<file path="src/etw_pkg.sv">
// Constants and types of the two-wire serial EEPROM client link.
// Assumes a 100 MHz system clock sampling the bus lines.
// How it works
// - Held in reset until power-on threshold crossed, then enters standby.
// - Data sampled on clock rise; device changes its output after clock fall.
// - Bytes shift most significant bit first, one bit per clock.
// - Each byte takes nine clocks: eight data plus acknowledge.
// - Data changes only while clock low; change while high is Start/Stop.
// - Data falling while clock high is Start and wakes from standby.
// - Device watches lines always and responds only after Start.
// - Data rising while clock high is Stop; ends transfer, back to standby.
// - Repeated Start is accepted as beginning of a new command.
// - No limit on bytes between Start and Stop.
// - Bus idle only when clock and data both high.
// - Transmitter releases data after eighth bit; receiver holds low ninth.
// - Receiver releases data line at end of ninth clock.
// - Host not-acknowledge ends read; device releases line for Stop.
// - Standby after power-up, Stop without write, or write completion.
// - Clocked after interruption, device eventually stops driving data.
// - Acknowledge address byte only on own address, else ignore transfer.
// - No address acknowledge while internal write cycle runs.
package etw_pkg;
  localparam int ETW_SYS_CLK_MHZ = 100;
  localparam int ETW_PUP_WAIT_US = 100;
  localparam int ETW_PUP_WAIT_CYC = ETW_PUP_WAIT_US * ETW_SYS_CLK_MHZ;
  localparam int ETW_BITS_PER_BYTE = 8;
  localparam int ETW_ACK_BIT_IDX = 8;
  localparam int ETW_DEV_TYPE_LSB = 4;
  // Arbitrary device type code; each product sets its own
  localparam logic [3:0] ETW_DEV_TYPE_RST = 4'h5;
  localparam logic [3:0] ETW_BIT_CNT_RST = 4'h0;
  localparam logic [7:0] ETW_BYTE_RST = 8'h00;
  typedef enum logic [4:0] {
    ETW_ST_RESET = 5'b00001,
    ETW_ST_STANDBY = 5'b00010,
    ETW_ST_ADDR = 5'b00100,
    ETW_ST_RX = 5'b01000,
    ETW_ST_TX = 5'b10000
  } etw_state_t;
endpackage

</file>
<file path="src/etw_sync.sv">
// Two-flop synchroniser for bus lines coming from another clock domain.
// Assumes inputs are asynchronous to clk_sys_in.
`timescale 1ns/1ns
`default_nettype none
module etw_sync #(
  parameter int WIDTH = 2,
  parameter logic [WIDTH-1:0] RST_VAL = '1
) (
  // Clock and reset
  input wire logic clk_sys_in,
  input wire logic sys_rst_in,
  // Lines
  input wire logic [WIDTH-1:0] async_in,
  output logic [WIDTH-1:0] sync_out
);
  logic [WIDTH-1:0] meta_ff;
  always_ff @(posedge clk_sys_in) begin
    if (sys_rst_in) begin
      meta_ff <= RST_VAL;
      sync_out <= RST_VAL;
    end else begin
      meta_ff <= async_in;
      sync_out <= meta_ff;
    end
  end
endmodule
`default_nettype wire

</file>
<file path="src/etw_edges.sv">
// Finds edges of clock and data and Start/Stop from synchronised samples.
// Assumes synchronised inputs on clk_sys_in.
`timescale 1ns/1ns
`default_nettype none
module etw_edges (
  // Clock and reset
  input wire logic clk_sys_in,
  input wire logic sys_rst_in,
  // Synchronised lines
  input wire logic scl_in,
  input wire logic sda_in,
  // Events
  output logic scl_rise_out,
  output logic scl_fall_out,
  output logic start_out,
  output logic stop_out,
  output logic idle_out
);
  logic scl_prev_ff;
  logic sda_prev_ff;
  always_ff @(posedge clk_sys_in) begin
    if (sys_rst_in) begin
      scl_prev_ff <= 1'b1;
      sda_prev_ff <= 1'b1;
      scl_rise_out <= 1'b0;
      scl_fall_out <= 1'b0;
      start_out <= 1'b0;
      stop_out <= 1'b0;
      idle_out <= 1'b1;
    end else begin
      scl_prev_ff <= scl_in;
      sda_prev_ff <= sda_in;
      scl_rise_out <= scl_in & ~scl_prev_ff;
      scl_fall_out <= ~scl_in & scl_prev_ff;
      start_out <= scl_in & scl_prev_ff & sda_prev_ff & ~sda_in;
      stop_out <= scl_in & scl_prev_ff & ~sda_prev_ff & sda_in;
      idle_out <= scl_in & sda_in;
    end
  end
endmodule
`default_nettype wire

</file>
<file path="src/etw_client.sv">
// Two-wire serial EEPROM client: framing, acknowledge, standby, recovery.
// Assumes the host drives the serial clock; memory access lives elsewhere.
`timescale 1ns/1ns
`default_nettype none
module etw_client
  import etw_pkg::*;
#(
  parameter int PUP_WAIT_CYC = etw_pkg::ETW_PUP_WAIT_CYC,
  parameter logic [3:0] DEV_TYPE = etw_pkg::ETW_DEV_TYPE_RST
) (
  // Clock and reset
  input wire logic clk_sys_in,
  input wire logic sys_rst_in,
  // Power-on detector
  input wire logic power_good_in,
  // Bus pins
  input wire logic scl_in,
  input wire logic sda_in,
  output logic sda_out,
  output logic sda_oe_out,
  // Straps
  input wire logic [2:0] strap_address_inputs_in,
  // Memory side
  input wire logic write_busy_in,
  input wire logic write_done_in,
  input wire logic [7:0] tx_data_in,
  output logic tx_req_out,
  output logic [7:0] rx_data_out,
  output logic rx_valid_out,
  output logic [7:0] addr_byte_out,
  output logic addr_valid_out,
  output logic stop_seen_out,
  output logic standby_out,
  output logic ready_out
);
  import etw_pkg::*;

  // Elaboration refuses a wait the counter cannot express
  if (PUP_WAIT_CYC < 1) begin : g_bad_wait
    $error("PUP_WAIT_CYC must be at least one");
  end

  logic [1:0] lines_sync;
  logic pwr_good_s;
  logic [2:0] strap_s;
  logic scl_s;
  logic sda_s;
  logic scl_rise;
  logic scl_fall;
  logic start_ev;
  logic stop_ev;
  logic idle_s;

  etw_sync #(.WIDTH(2), .RST_VAL(2'h3)) u_line_sync (
    .clk_sys_in(clk_sys_in),
    .sys_rst_in(sys_rst_in),
    .async_in({scl_in, sda_in}),
    .sync_out(lines_sync)
  );
  etw_sync #(.WIDTH(1), .RST_VAL(1'b0)) u_pwr_sync (
    .clk_sys_in(clk_sys_in),
    .sys_rst_in(sys_rst_in),
    .async_in(power_good_in),
    .sync_out(pwr_good_s)
  );
  // straps are pins too, so they pass two flops
  etw_sync #(.WIDTH(3), .RST_VAL(3'h0)) u_strap_sync (
    .clk_sys_in(clk_sys_in),
    .sys_rst_in(sys_rst_in),
    .async_in(strap_address_inputs_in),
    .sync_out(strap_s)
  );
  assign scl_s = lines_sync[1];
  assign sda_s = lines_sync[0];

  etw_edges u_edges (
    .clk_sys_in(clk_sys_in),
    .sys_rst_in(sys_rst_in),
    .scl_in(scl_s),
    .sda_in(sda_s),
    .scl_rise_out(scl_rise),
    .scl_fall_out(scl_fall),
    .start_out(start_ev),
    .stop_out(stop_ev),
    .idle_out(idle_s)
  );

  etw_state_t state_ff;
  etw_state_t nxt_state;
  logic [3:0] bit_cnt_ff;
  logic [7:0] shift_ff;
  logic [7:0] tx_shift_ff;
  logic ack_drv_ff;
  logic rd_mode_ff;
  logic [2:0] strap_ff;
  logic [31:0] pup_cnt_ff;
  logic pup_done_ff;
  logic host_nack_ff;
  logic skip_fall_ff;

  function automatic logic addr_match(input logic [7:0] b,
                                      input logic [2:0] strap);
    addr_match = (b[7:4] == DEV_TYPE) && (b[3:1] == strap);
  endfunction

  // hold in reset until power good, then count wait
  always_ff @(posedge clk_sys_in) begin
    if (sys_rst_in || !pwr_good_s) begin
      pup_cnt_ff <= '0;
      pup_done_ff <= 1'b0;
    end else if (!pup_done_ff) begin
      if (pup_cnt_ff == 32'(PUP_WAIT_CYC - 1)) begin
        pup_done_ff <= 1'b1;
      end
      pup_cnt_ff <= pup_cnt_ff + 32'h1;
    end
  end

  // Straps follow their synchronised pins; tied off in practice
  always_ff @(posedge clk_sys_in) begin
    if (sys_rst_in) begin
      strap_ff <= 3'h0;
    end else begin
      strap_ff <= strap_s;
    end
  end

  always_comb begin
    nxt_state = state_ff;
    case (state_ff)
      ETW_ST_RESET: begin
        if (pwr_good_s) begin
          nxt_state = ETW_ST_STANDBY;
        end
      end
      ETW_ST_STANDBY: begin
        if (start_ev && !write_busy_in) begin
          nxt_state = ETW_ST_ADDR;
        end
      end
      ETW_ST_ADDR, ETW_ST_RX, ETW_ST_TX: begin
        if (stop_ev) begin
          nxt_state = ETW_ST_STANDBY;
        end else if (start_ev) begin
          nxt_state = ETW_ST_ADDR;
        end else if (scl_fall && bit_cnt_ff == 4'(ETW_ACK_BIT_IDX)) begin
          if (state_ff == ETW_ST_ADDR && !ack_drv_ff) begin
            nxt_state = ETW_ST_STANDBY;
          end else if (state_ff == ETW_ST_ADDR) begin
            nxt_state = rd_mode_ff ? ETW_ST_TX : ETW_ST_RX;
          end else if (state_ff == ETW_ST_TX && host_nack_ff) begin
            nxt_state = ETW_ST_STANDBY;
          end
        end
      end
      default: nxt_state = ETW_ST_RESET;
    endcase
    if (!pwr_good_s) begin
      nxt_state = ETW_ST_RESET;
    end
  end

  always_ff @(posedge clk_sys_in) begin
    if (sys_rst_in) begin
      state_ff <= ETW_ST_RESET;
    end else begin
      state_ff <= nxt_state;
    end
  end

  always_ff @(posedge clk_sys_in) begin
    if (sys_rst_in || start_ev || stop_ev) begin
      bit_cnt_ff <= ETW_BIT_CNT_RST;
      shift_ff <= ETW_BYTE_RST;
    end else if (state_ff == ETW_ST_ADDR || state_ff == ETW_ST_RX ||
                 state_ff == ETW_ST_TX) begin
      if (scl_rise && bit_cnt_ff < 4'(ETW_BITS_PER_BYTE)) begin
        shift_ff <= {shift_ff[6:0], sda_s};
      end
      if (scl_fall && !skip_fall_ff) begin
        bit_cnt_ff <= (bit_cnt_ff == 4'(ETW_ACK_BIT_IDX)) ?
                      ETW_BIT_CNT_RST : bit_cnt_ff + 4'h1;
      end
    end
  end

  // the clock fall that closes a Start is not a bit clock
  always_ff @(posedge clk_sys_in) begin
    if (sys_rst_in) begin
      skip_fall_ff <= 1'b0;
    end else if (start_ev) begin
      skip_fall_ff <= 1'b1;
    end else if (scl_fall || stop_ev) begin
      skip_fall_ff <= 1'b0;
    end
  end

  // Host acknowledge on ninth rise during reads
  always_ff @(posedge clk_sys_in) begin
    if (sys_rst_in || start_ev) begin
      host_nack_ff <= 1'b0;
    end else if (scl_rise && bit_cnt_ff == 4'(ETW_ACK_BIT_IDX)) begin
      host_nack_ff <= sda_s;
    end
  end

  always_ff @(posedge clk_sys_in) begin
    if (sys_rst_in || start_ev || stop_ev) begin
      ack_drv_ff <= 1'b0;
      rd_mode_ff <= 1'b0;
    end else if (scl_fall) begin
      if (bit_cnt_ff == 4'(ETW_BITS_PER_BYTE - 1)) begin
        if (state_ff == ETW_ST_ADDR) begin
          ack_drv_ff <= addr_match(shift_ff, strap_ff) && !write_busy_in;
          rd_mode_ff <= shift_ff[0];
        end else begin
          ack_drv_ff <= (state_ff == ETW_ST_RX);
        end
      end else if (bit_cnt_ff == 4'(ETW_ACK_BIT_IDX)) begin
        ack_drv_ff <= 1'b0;
      end
    end
  end

  // transmit shift, changed only after clock fall
  always_ff @(posedge clk_sys_in) begin
    if (sys_rst_in) begin
      tx_shift_ff <= 8'hFF;
    end else if (state_ff != ETW_ST_TX && nxt_state == ETW_ST_TX) begin
      tx_shift_ff <= tx_data_in;
    end else if (state_ff == ETW_ST_TX && scl_fall) begin
      if (bit_cnt_ff == 4'(ETW_ACK_BIT_IDX)) begin
        tx_shift_ff <= host_nack_ff ? 8'hFF : tx_data_in;
      end else begin
        tx_shift_ff <= {tx_shift_ff[6:0], 1'b1};
      end
    end else if (state_ff != ETW_ST_TX) begin
      tx_shift_ff <= 8'hFF;
    end
  end

  always_ff @(posedge clk_sys_in) begin
    if (sys_rst_in) begin
      sda_out <= 1'b0;
      sda_oe_out <= 1'b0;
    end else begin
      sda_out <= 1'b0;
      if (ack_drv_ff && (state_ff == ETW_ST_ADDR ||
                         state_ff == ETW_ST_RX)) begin
        sda_oe_out <= 1'b1;
      end else if (state_ff == ETW_ST_TX &&
                   bit_cnt_ff < 4'(ETW_BITS_PER_BYTE)) begin
        sda_oe_out <= ~tx_shift_ff[7];
      end else begin
        sda_oe_out <= 1'b0;
      end
    end
  end

  // User-side strobes
  always_ff @(posedge clk_sys_in) begin
    if (sys_rst_in) begin
      rx_data_out <= ETW_BYTE_RST;
      rx_valid_out <= 1'b0;
      addr_byte_out <= ETW_BYTE_RST;
      addr_valid_out <= 1'b0;
      tx_req_out <= 1'b0;
      stop_seen_out <= 1'b0;
      standby_out <= 1'b0;
      ready_out <= 1'b0;
    end else begin
      rx_valid_out <= 1'b0;
      addr_valid_out <= 1'b0;
      tx_req_out <= 1'b0;
      stop_seen_out <= stop_ev && state_ff != ETW_ST_RESET;
      if (scl_fall && bit_cnt_ff == 4'(ETW_BITS_PER_BYTE - 1)) begin
        if (state_ff == ETW_ST_ADDR) begin
          addr_byte_out <= shift_ff;
          addr_valid_out <= addr_match(shift_ff, strap_ff) &&
                            !write_busy_in;
        end else if (state_ff == ETW_ST_RX) begin
          rx_data_out <= shift_ff;
          rx_valid_out <= 1'b1;
        end
      end
      if (state_ff == ETW_ST_TX && scl_fall &&
          bit_cnt_ff == 4'(ETW_ACK_BIT_IDX) && !host_nack_ff) begin
        tx_req_out <= 1'b1;
      end
      standby_out <= (state_ff == ETW_ST_STANDBY) && !write_busy_in;
      ready_out <= pup_done_ff && idle_s && !write_busy_in &&
                   !write_done_in;
    end
  end
endmodule
`default_nettype wire

</file>
<file path="config.mk">
export PLATFORM = sky130hd
export DESIGN_NAME = etw_client
export DESIGN_NICKNAME = d
export VERILOG_FILES = /design/src/etw_pkg.sv /design/src/etw_sync.sv /design/src/etw_edges.sv /design/src/etw_client.sv
export SDC_FILE = /design/constraint.sdc
export NUM_CORES = 1
export LEC_CHECK = 0
export BUFFER_PORTS_ARGS = -buffer_cell sky130_fd_sc_hd__buf_2
export CELL_PAD_IN_SITES_DETAIL_PLACEMENT = 0
export CELL_PAD_IN_SITES_GLOBAL_PLACEMENT = 2
export CORE_ASPECT_RATIO = 0.8
export CORE_UTILIZATION = 37
export DETAILED_ROUTE_END_ITERATION = 6
export PLACE_DENSITY = 0.76
export SYNTH_ARGS = -nofsm -noshare
export SYNTH_HDL_FRONTEND = slang
export SYNTH_SLANG_ARGS = --single-unit
</file>
<file path="constraint.sdc">
create_clock -name clk_sys_in -period 2.4 [get_ports clk_sys_in]
set_input_delay 0.12 -clock clk_sys_in [delete_from_list [all_inputs] [get_ports clk_sys_in]]
set_output_delay 0.12 -clock clk_sys_in [all_outputs]
set_load 0.05 [all_outputs]
</file>
## Yosys cells after proc, flatten, opt, wreduce, memory -nomap -nowiden

Cells that the tools add are included.

- Add/subtract/negate cells: 2
- Eq/ne operators: 13
- Bitwise logic cells: 15
- Magnitude comparators: 1
- Muxes and demuxes: 27
- Reduce and logical (&&, ||, !) cells: 45

Operator list:

| cell | number |
|---|---|
| $mux 5 | 9 |
| $mux 8 | 5 |
| $add 32x1->32 const B | 1 |
| $eq 32x14->1 const B | 1 |
| $logic_and 1x1->1 | 21 |
| $pmux 5 s3 | 1 |
| $mux 1 | 11 |
| $eq 5x5->1 const B | 2 |
| $reduce_or 3->1 | 3 |
| $and 1x1->1 | 8 |
| $eq 4x3->1 const B | 2 |
| $reduce_and 2->1 | 4 |
| $not 1->1 | 7 |
| $logic_not 1->1 | 6 |
| $logic_or 1x1->1 | 6 |
| $reduce_and 3->1 | 2 |
| $eq 5x1->1 const B | 1 |
| $eq 5x2->1 const B | 1 |
| $eq 5x3->1 const B | 1 |
| $eq 5x4->1 const B | 1 |
| $ne 5x1->1 const B | 1 |
| $ne 5x5->1 const B | 1 |
| $add 4x1->4 const B | 1 |
| $eq 4x4->1 const B | 1 |
| 5 further kinds | 6 |

- Output and inout bits: 24
- Register bits: 107
- Word-level logic and storage cells: 136

## Logic depth before layout (Yosys ltp)

Gate-level depths: netlist of the first run.

- Depth after elaboration: 13
- Mapped depth: 7
- Gate-level depth less buffers: 6

## Hierarchy

From an unflattened synthesis of the first run, not the netlist that was laid out.

- Cells, all modules: 527
- Area, all modules: 4703.3 um^2

Modules (own cells, without submodules):

| module | cells each | seq. area each (um^2) | area an instance (um^2) | instances |
|---|---|---|---|---|
| etw_client | 487 | 1761.7 | 4161.5 | 1 |
| etw_edges | 16 | 140.1 | 226.5 | 1 |
| etw_sync (u_strap_sync) | 12 | 120.1 | 157.7 | 1 |
| etw_sync (u_line_sync) | 8 | 80.1 | 105.1 | 1 |
| etw_sync (u_pwr_sync) | 4 | 40.0 | 52.6 | 1 |

## Least setup slack after synthesis of the first run

OpenSTA, ideal clock, no wires.

- Kind: flip-flop to flip-flop
- Start point: reg pup_cnt_ff[0]
- End point: reg pup_cnt_ff[28]
- Library setup time: 0.135 ns
- Slack: 0.564 ns
- Period minus slack after synthesis: 1.836 ns
- Stages on the path, launching flop included: 8
- Data required time: 2.265 ns
- Data arrival time: 1.701 ns
- Cell sequence: dfxtp_1 ha_1 and4b_1 buf_2 nand4_1 clkbuf_1 o311ai_0 o41ai_1

- Longest elaborated chain between the ends: 1

Ends and longest elaborated chain:

| what | line | RTL |
|---|---|---|
| start: declaration | etw_client.sv:96 | `logic [31:0] pup_cnt_ff;` |
| start signal: assignment | etw_client.sv:115 | `pup_cnt_ff <= pup_cnt_ff + 32'h1;` |
| $add 32x1->32 | etw_client.sv:115 |  |

No other way between the ends.
A chain may end at the register's enable or synchronous reset.

## Worst setup path in the final report of the first run

- Start point: reg pup_cnt_ff[0]
- End point: reg pup_cnt_ff[26]

The elaborated chain is that of the path after synthesis.

==> results of run 1 <==
metal layers:
layer	vias up	wire length, um	track usage (%)
met1	1849	6090	26.4
li1	1980	-	-
met4	0	46	3.57
met2	73	4620	24.7
met5	-	0	0
met3	4	489	5.45
where the power goes:
| part | total, mW | internal [mW] | switching, mW | leakage, nW |
|---|---|---|---|---|
| registers | 1.80 | 1.79 | 0.0109 | 0.866 |
| logic | 0.107 | 0.0460 | 0.0613 | 1.26 |
| clock network | 1.55 | 0.833 | 0.712 | 0.151 |
| total | 3.45 | 2.67 | 0.784 | 2.27 |
cell type report:
class,count,share of cell area (%)
Sequential cell,107,38.9
Inverter,16,1.09
Clock buffer,10,4.16
Timing Repair Buffer,58,6.36
Tap cell,171,3.88
Clock inverter,6,1.43
Multi-Input combinational cell,372,44.2
synth_stat cells (all sizes together), types with 3 or more instances:
library cell	instances
o21ai	13
or2	7
o311ai	6
and4	4
buf	13
nor2	59
nor4b	3
o41ai	5
a211oi	7
and3	4
xnor2	6
nand2b	11
nand2	25
or3	10
or4	5
nor2b	27
o31ai	3
nand4	12
mux2i	35
nand3	19
and4b	4
nor4	18
ha	3
dfxtp	107
and2	5
inv	16
xor2	8
clkbuf	25
a21oi	28
nor3	10
a41o	8
flip-flops by register name, summed over array words and instances, names as in the netlist, 2 cells and up:
| signal | count |
|---|---|
| addr_byte_out | 8 |
| bit_cnt_ff | 4 |
| pup_cnt_ff | 32 |
| rx_data_out | 8 |
| shift_ff | 8 |
| state_ff | 5 |
| strap_ff | 3 |
| tx_shift_ff | 8 |
| u_line_sync.meta_ff | 2 |
| u_line_sync.sync_out | 2 |
| u_strap_sync.meta_ff | 3 |
| u_strap_sync.sync_out | 3 |
worst reg2reg max path, delay by kind of cell, from the launching register on:
kind / cells / cell delay, ns
adders and majority gates: 1 / 0.22
and+or+nand+nor: 2 / 0.59
buffers and inverters: 1 / 0.31
AOI/OAI and AO/OA: 2 / 0.44
DFF: 1 / 0.42
how the worst max path moves through the flow:
stage                        from             end  cells after the start
floorplan           pup_cnt_ff[0]  pup_cnt_ff[28]                      7
global placement    bit_cnt_ff[0]     state_ff[4]                      6
detailed placement  pup_cnt_ff[0]  pup_cnt_ff[28]                      6
CTS                 pup_cnt_ff[0]  pup_cnt_ff[26]                      6
global route        pup_cnt_ff[0]  pup_cnt_ff[28]                      6
finish              pup_cnt_ff[0]  pup_cnt_ff[26]                      6
stage by stage:
step | instances | setup WS [ns]
2_1_floorplan | 533 | 0.564
3_3_place_gp | 718 | 0.416
3_5_place_dp | 718 | 0.337
4_1_cts | 740 | 0.324
5_1_grt | 740 | 0.0285
6_report | 740 | 0.288
what timing repair did:
item / 4_1_cts / 5_1_grt
hold buffers: 6 / 0
gates resized for setup: 0 / 0
endpoints found under the hold margin: 6 / 0
buffers inserted: 0 / 0
logic make-up (layout without fill, tap and decap cells):
| group | Yosys count | in the layout |
|---|---|---|
| xor+xnor | 14 | 14 |
| flops | 107 | 107 |
| mux | 35 | 35 |
| fa+ha+maj | 3 | 3 |
| compound gates | 89 | 89 |
| other cells | 1 | 1 |
| simple gates | 230 | 230 |
| buf+inv | 54 | 90 |
==> results.md, run 1 <==
- Largest net degree at the start of global routing: 31
- Mux cell area share after synthesis: about 7.3%
- Reg area: 0.00214 mm2
- Residual DRC count: 0
- RePlAce Congestion: around 0.77
- Hold Path Sink: u_pwr_sync.meta_ff
- Vias in the first global route: 3618
- Required @ worst endpoint: 2.62 ns
- Total Nets Final: approximately 590
- Synth Instances: 533
- Layout Area Growth over Synthesis: 14.6%
- Fin util: between 40% and 50%
- Dominant cell type by area after synthesis: dfxtp_1
- Normalized max-slew margin: 42.4%
- Top-area cell type share of the netlist area: 44.5%
- Post-Synth XOR/XNOR Area: 2.71%
- Yosys cell types: 60
- Min-Delay Path Class: in2reg
- Antenna violations before repair: 0
- Commonest non-fill, non-tap cell in the layout: dfxtp_1
- Reg-to-reg startpoint: pup_cnt_ff[0]
- WP data arrival: between 2 and 2.5 ns
- RSZ-0062 raised after global routing: no
- Multi-input logic area: 0.00244 mm2
- Power Total: 3.45 mW
- Post-synthesis simple-gate area fraction: 26.5%
- Hold_ws: 0.0302 ns
- Register-to-register setup slack: 0.29 ns
- GR Util All Layers: 17.7%
- Yosys Warn Count: 0
- Fin area: 0.00551 mm2
- CP max FO: 12
- Setup crit end kind: register
- Max VDD drop: 0.000325 V
- Clk_skew: just under 0.01 ns
- Synthesized area: 0.00481 mm2
- Status: complete, no violations
- # rows: 36
- Area post-placement: approximately 0.005 mm2
- Yosys reg bits: 107
- Power per cell area: 627 mW/mm2
- Async S/R FF share, synth: 0%
- First-pass GRT wire length: 18.7 mm
- Tcrit/Tclk final: 88.0%
- Most frequent cells in the layout: dfxtp_1 (107), nor2_1 (59), buf_2 (40), mux2i_1 (35), a21oi_1 (28)
- Critical path buffer and inverter count: 1
- EDFF count, synth: 0
- Max cap viols: 0
- CORE AREA: about 0.012 mm2
- Final wirelength: 11.2 mm
- H-tree depth: 3
- Setup TNS: 0 ns
- Share of cells above drive strength 1: 14.6%
- Drt pass-1 iters: 4
- Routed vias: 3906
- Adder-cell area share of the yosys netlist: less than 1%
- Final hold violations: 0
- Top cells by area, synth: dfxtp_1 (45%), mux2i_1 (7.3%), nor2_1 (4.6%)
- Hold Crit Start: power_good_in
- Clk Latency, worst-skew pair: 0.35 ns
- Die Ht: between 100 and 150 um
- Synth Flop Type: dfxtp_1
- Die area: about 0.013 mm2
- Max Freq: 474 MHz
- Crit path largest cell delay: 0.42 ns
- Critical R2R Capture: pup_cnt_ff[26]
- Initial DRC count: about 270
- I/O Pins: 42
- Final ANT Viol Nets: 0
- Compound-gate portion of the synthesized area: 13.3%
- Critical path type: reg2reg
- Ant. Diodes: 0
- Via density per instance: ~5.3
- Clock buffer count from CTS: 9
- Die W: 129 um
- Avg WL per Cell: 15.2 um
- GRT overflow: 0
- Post-synthesis net count: 554
- Hold-critical path depth: 2
- Worst-path clk slew: around 0.08 ns
- FF-to-FF path depth: 6
- Slew @ Worst Pin: around 0.86 ns
- P_leak: ~2.3 nW
- Avg Cell Area, Syn: ~9.0 um2
- Crit path max-delay cell type: dfxtp_1
- Root Buffer Master: clkbuf_16
- Fin. max-slew vios: 0
- Final setup vio count: 0
- Top delay family on crit path: simple AND/OR/NAND/NOR gates
- # clock sinks: 107
- Setup crit start kind: register
- Fill count: ~1300
- Post-synthesis sequential area ratio: 44.5%
- Detail Placement HPWL: 7.70 mm
- Fin crit period: 2.11 ns
- Port buffer count: 40
- Largest family of logic cells by synthesized area: simple AND/OR/NAND/NOR gates
- CTS max path bufs: 2
- CTS tree: yes
- Cells along the critical path: ha_1, and4b_1, nand4_1, buf_4, o311ai_0, o41ai_1
- Starting density of the core: between 30% and 40%
Note: power is estimated with default switching activity, not from simulation.
==> run 2: changes to the inputs <==
CORE_ASPECT_RATIO = 1.25   (was 0.8)
==> run 2 against run 1 <==
Effect of this change: utilization decreased by 0.96 points; non-clock buffer count is the same; cell area fell by 0.36%; largest cell class unchanged; wire length fell by 0.34%; highest routed layer unchanged; via count shrank 0.38%.
==> results.md, run 2 (synthesized netlist as in run 1, its figures left out) <==
- Sw Ratio: 23.8% (was 22.7%)
- Slew @ Worst Pin: 0.657 ns (was 0.861 ns)
- H-tree depth: 3 (unchanged)
- Dpl cells: 714 (was 718)
- PnR worst setup slack: 0.252 ns (was 0.288 ns)
- Power per cell area: 614 mW/mm2 (was 627 mW/mm2)
- Most frequent cells in the layout: dfxtp_1 (107), nor2_1 (59), buf_2 (40), mux2i_1 (35), a21oi_1 (28) (unchanged)
- Initial DRC count: 180 (was 267)
- Area post-placement: 0.00513 mm2 (was 0.00514 mm2)
- Setup TNS: 0 ns (unchanged)
- Critical path type: reg2reg (unchanged)
- I/O Pins: 42 (unchanged)
- Post-CTS Resized: 0 (unchanged)
- Die area: 0.0135 mm2 (about the same)
- NetSw: 0.804 mW (was 0.784 mW)
- Setup WS pre-CTS: 0.261 ns (was 0.337 ns)
- Post-Layout Cell Count: 737 (was 740)
- Clock buffer count from CTS: 9 (unchanged)
- Die Ht: 129 um (was 104 um)
- Final ANT Viol Nets: 0 (unchanged)
- Max cap viols: 0 (unchanged)
- Final wirelength: 11.2 mm (about the same)
- Worst-path clk slew: 0.07 ns (was 0.08 ns)
- Largest register FFs: 32 (unchanged)
- Port buffer count: 40 (unchanged)
- Layout Area Growth over Synthesis: 14.2% (was 14.6%)
- Routed vias: 3891 (was 3906)
- Antenna violations before repair: 0 (unchanged)
- Avg WL per Cell: 15.2 um (about the same)
- CORE AREA: 0.0127 mm2 (was 0.0124 mm2)
- Clk Latency, worst-skew pair: 0.35 ns (about the same)
- Tcrit/Tclk final: 89.5% (was 88.0%)
- Drt pass-1 iters: 4 (unchanged)
- DRT met1 WL: 5.18 mm (was 6.09 mm)
- Sequential power share: 53.4% (was 52.1%)
- Min-Delay Path Class: in2reg (unchanged)
- Met2 Wirelength: 5.62 mm (was 4.62 mm)
- Uppermost routed layer: met4 (unchanged)
- P_leak: 2.26 nW (was 2.27 nW)
- Setup crit start kind: register (unchanged)
- Clock power frac: 43.5% (was 44.8%)
- Status: complete, no violations (unchanged)
- Ant. Diodes: 0 (unchanged)
- Share of cells above drive strength 1: 14.6% (unchanged)
- Detail Placement HPWL: 7.77 mm (was 7.70 mm)
- Hold_ws: 0.0378 ns (was 0.0302 ns)
- Residual DRC count: 0 (unchanged)
- Largest net degree at the start of global routing: 31 (unchanged)
- CTS tree: yes (unchanged)
- GR Util All Layers: 17.7% (about the same)
- GRT overflow: 0 (unchanged)
- RePlAce Congestion: 0.796 (was 0.765)
- Normalized max-slew margin: 56.2% (was 42.4%)
- Max Freq: 466 MHz (was 474 MHz)
- Final setup vio count: 0 (unchanged)
- First-pass GRT wire length: 18.9 mm (was 18.7 mm)
- Max VDD drop: 0.000442 V (was 0.000325 V)
- CTS max path bufs: 2 (unchanged)
- Fin crit period: 2.15 ns (was 2.11 ns)
- # rows: 46 (was 36)
- Pint: 2.57 mW (was 2.67 mW)
- Commonest non-fill, non-tap cell in the layout: dfxtp_1 (unchanged)
- Most flops, register: pup_cnt_ff (unchanged)
- RSZ-0062 raised after global routing: no (unchanged)
- Required @ worst endpoint: 2.62 ns (about the same)
- Root Buffer Master: clkbuf_16 (unchanged)
- Die W: 104 um (was 129 um)
- Fin area: 0.00549 mm2 (was 0.00551 mm2)
- WP data arrival: 2.37 ns (was 2.34 ns)
- Met3 routed wirelength: 248 um (was 489 um)
- Final hold violations: 0 (unchanged)
- CP max FO: 12 (unchanged)
- Vias in the first global route: 3846 (was 3618)
- Fin. max-slew vios: 0 (unchanged)
- Logic pwr share: 3.2% (was 3.1%)
- Clk_skew: 0.00788 ns (was 0.00962 ns)
- Setup crit end kind: register (unchanged)
- Starting density of the core: 38.0% (was 38.7%)
- Via density per instance: 5.28 (about the same)
- Total Nets Final: 585 (unchanged)
- # clock sinks: 107 (unchanged)
[run 2: cell type report]
| cell class | count | area (um2) |
|---|---|---|
| fillers | 1258 | 7170 |
| flip-flops and latches | 107 | 2140 |
| clock inverters | 7 | 63.8 |
| multi-input cells | 372 | 2440 |
| inverters | 16 | 60.1 |
| repair buffers | 58 | 353 |
| clock buffers | 9 | 225 |
| well taps | 168 | 210 |
[run 2: path summary, 6_finish.rpt]
path | from | slack (ns) | cells past startpoint | to
setup / recovery | pup_cnt_ff[0] | 0.25 | 6 | pup_cnt_ff[28]
hold / removal | write_busy_in | 0.04 | 2 | ready_out
setup reg to reg | pup_cnt_ff[0] | 0.25 | 6 | pup_cnt_ff[28]
hold reg to reg | u_line_sync.meta_ff[0] | 0.42 | 1 | u_line_sync.sync_out[0]
[run 2: worst max-delay path, cell delays in order (launching register included)]
cell	delay (ns)
dfxtp_1	0.41
ha_1	0.20
and4b_1	0.32
nand4_1	0.35
buf_4	0.30
o311ai_0	0.31
o41ai_1	0.13
[run 2: routing by layer]
layer / up-vias / global-route usage (%)
li1: 1978 / -
met1: 1866 / 21.2
met2: 38 / 31.1
met3: 9 / 3.97
met4: 0 / 6.47
met5: - / 0
[run 2: power by group through the flow]
| stage | clock network, mW | registers (mW) | logic (mW) |
|---|---|---|---|
| detailed placement | 0 | 1.84 | 0.0990 |
| global placement | 0 | 1.84 | 0.0978 |
| global route | 1.60 | 1.80 | 0.121 |
| floorplan | 0 | 1.84 | 0.0694 |
| CTS | 1.53 | 1.80 | 0.108 |
| finish | 1.47 | 1.80 | 0.107 |
[run 2: stage by stage]
stage	power (mW)	utilization [%]
floorplan	1.91	-
global placement	1.94	40.5
global route	3.53	43.4
finish	3.37	43.4
detailed placement	1.94	40.5
CTS	3.44	43.4
[run 2: repair_timing]
action / 4_1_cts / 5_1_grt
buffers inserted: 0 / 0
endpoints found under the setup margin: 0 / 0
hold buffers: 7 / 0
endpoints found under the hold margin: 7 / 0
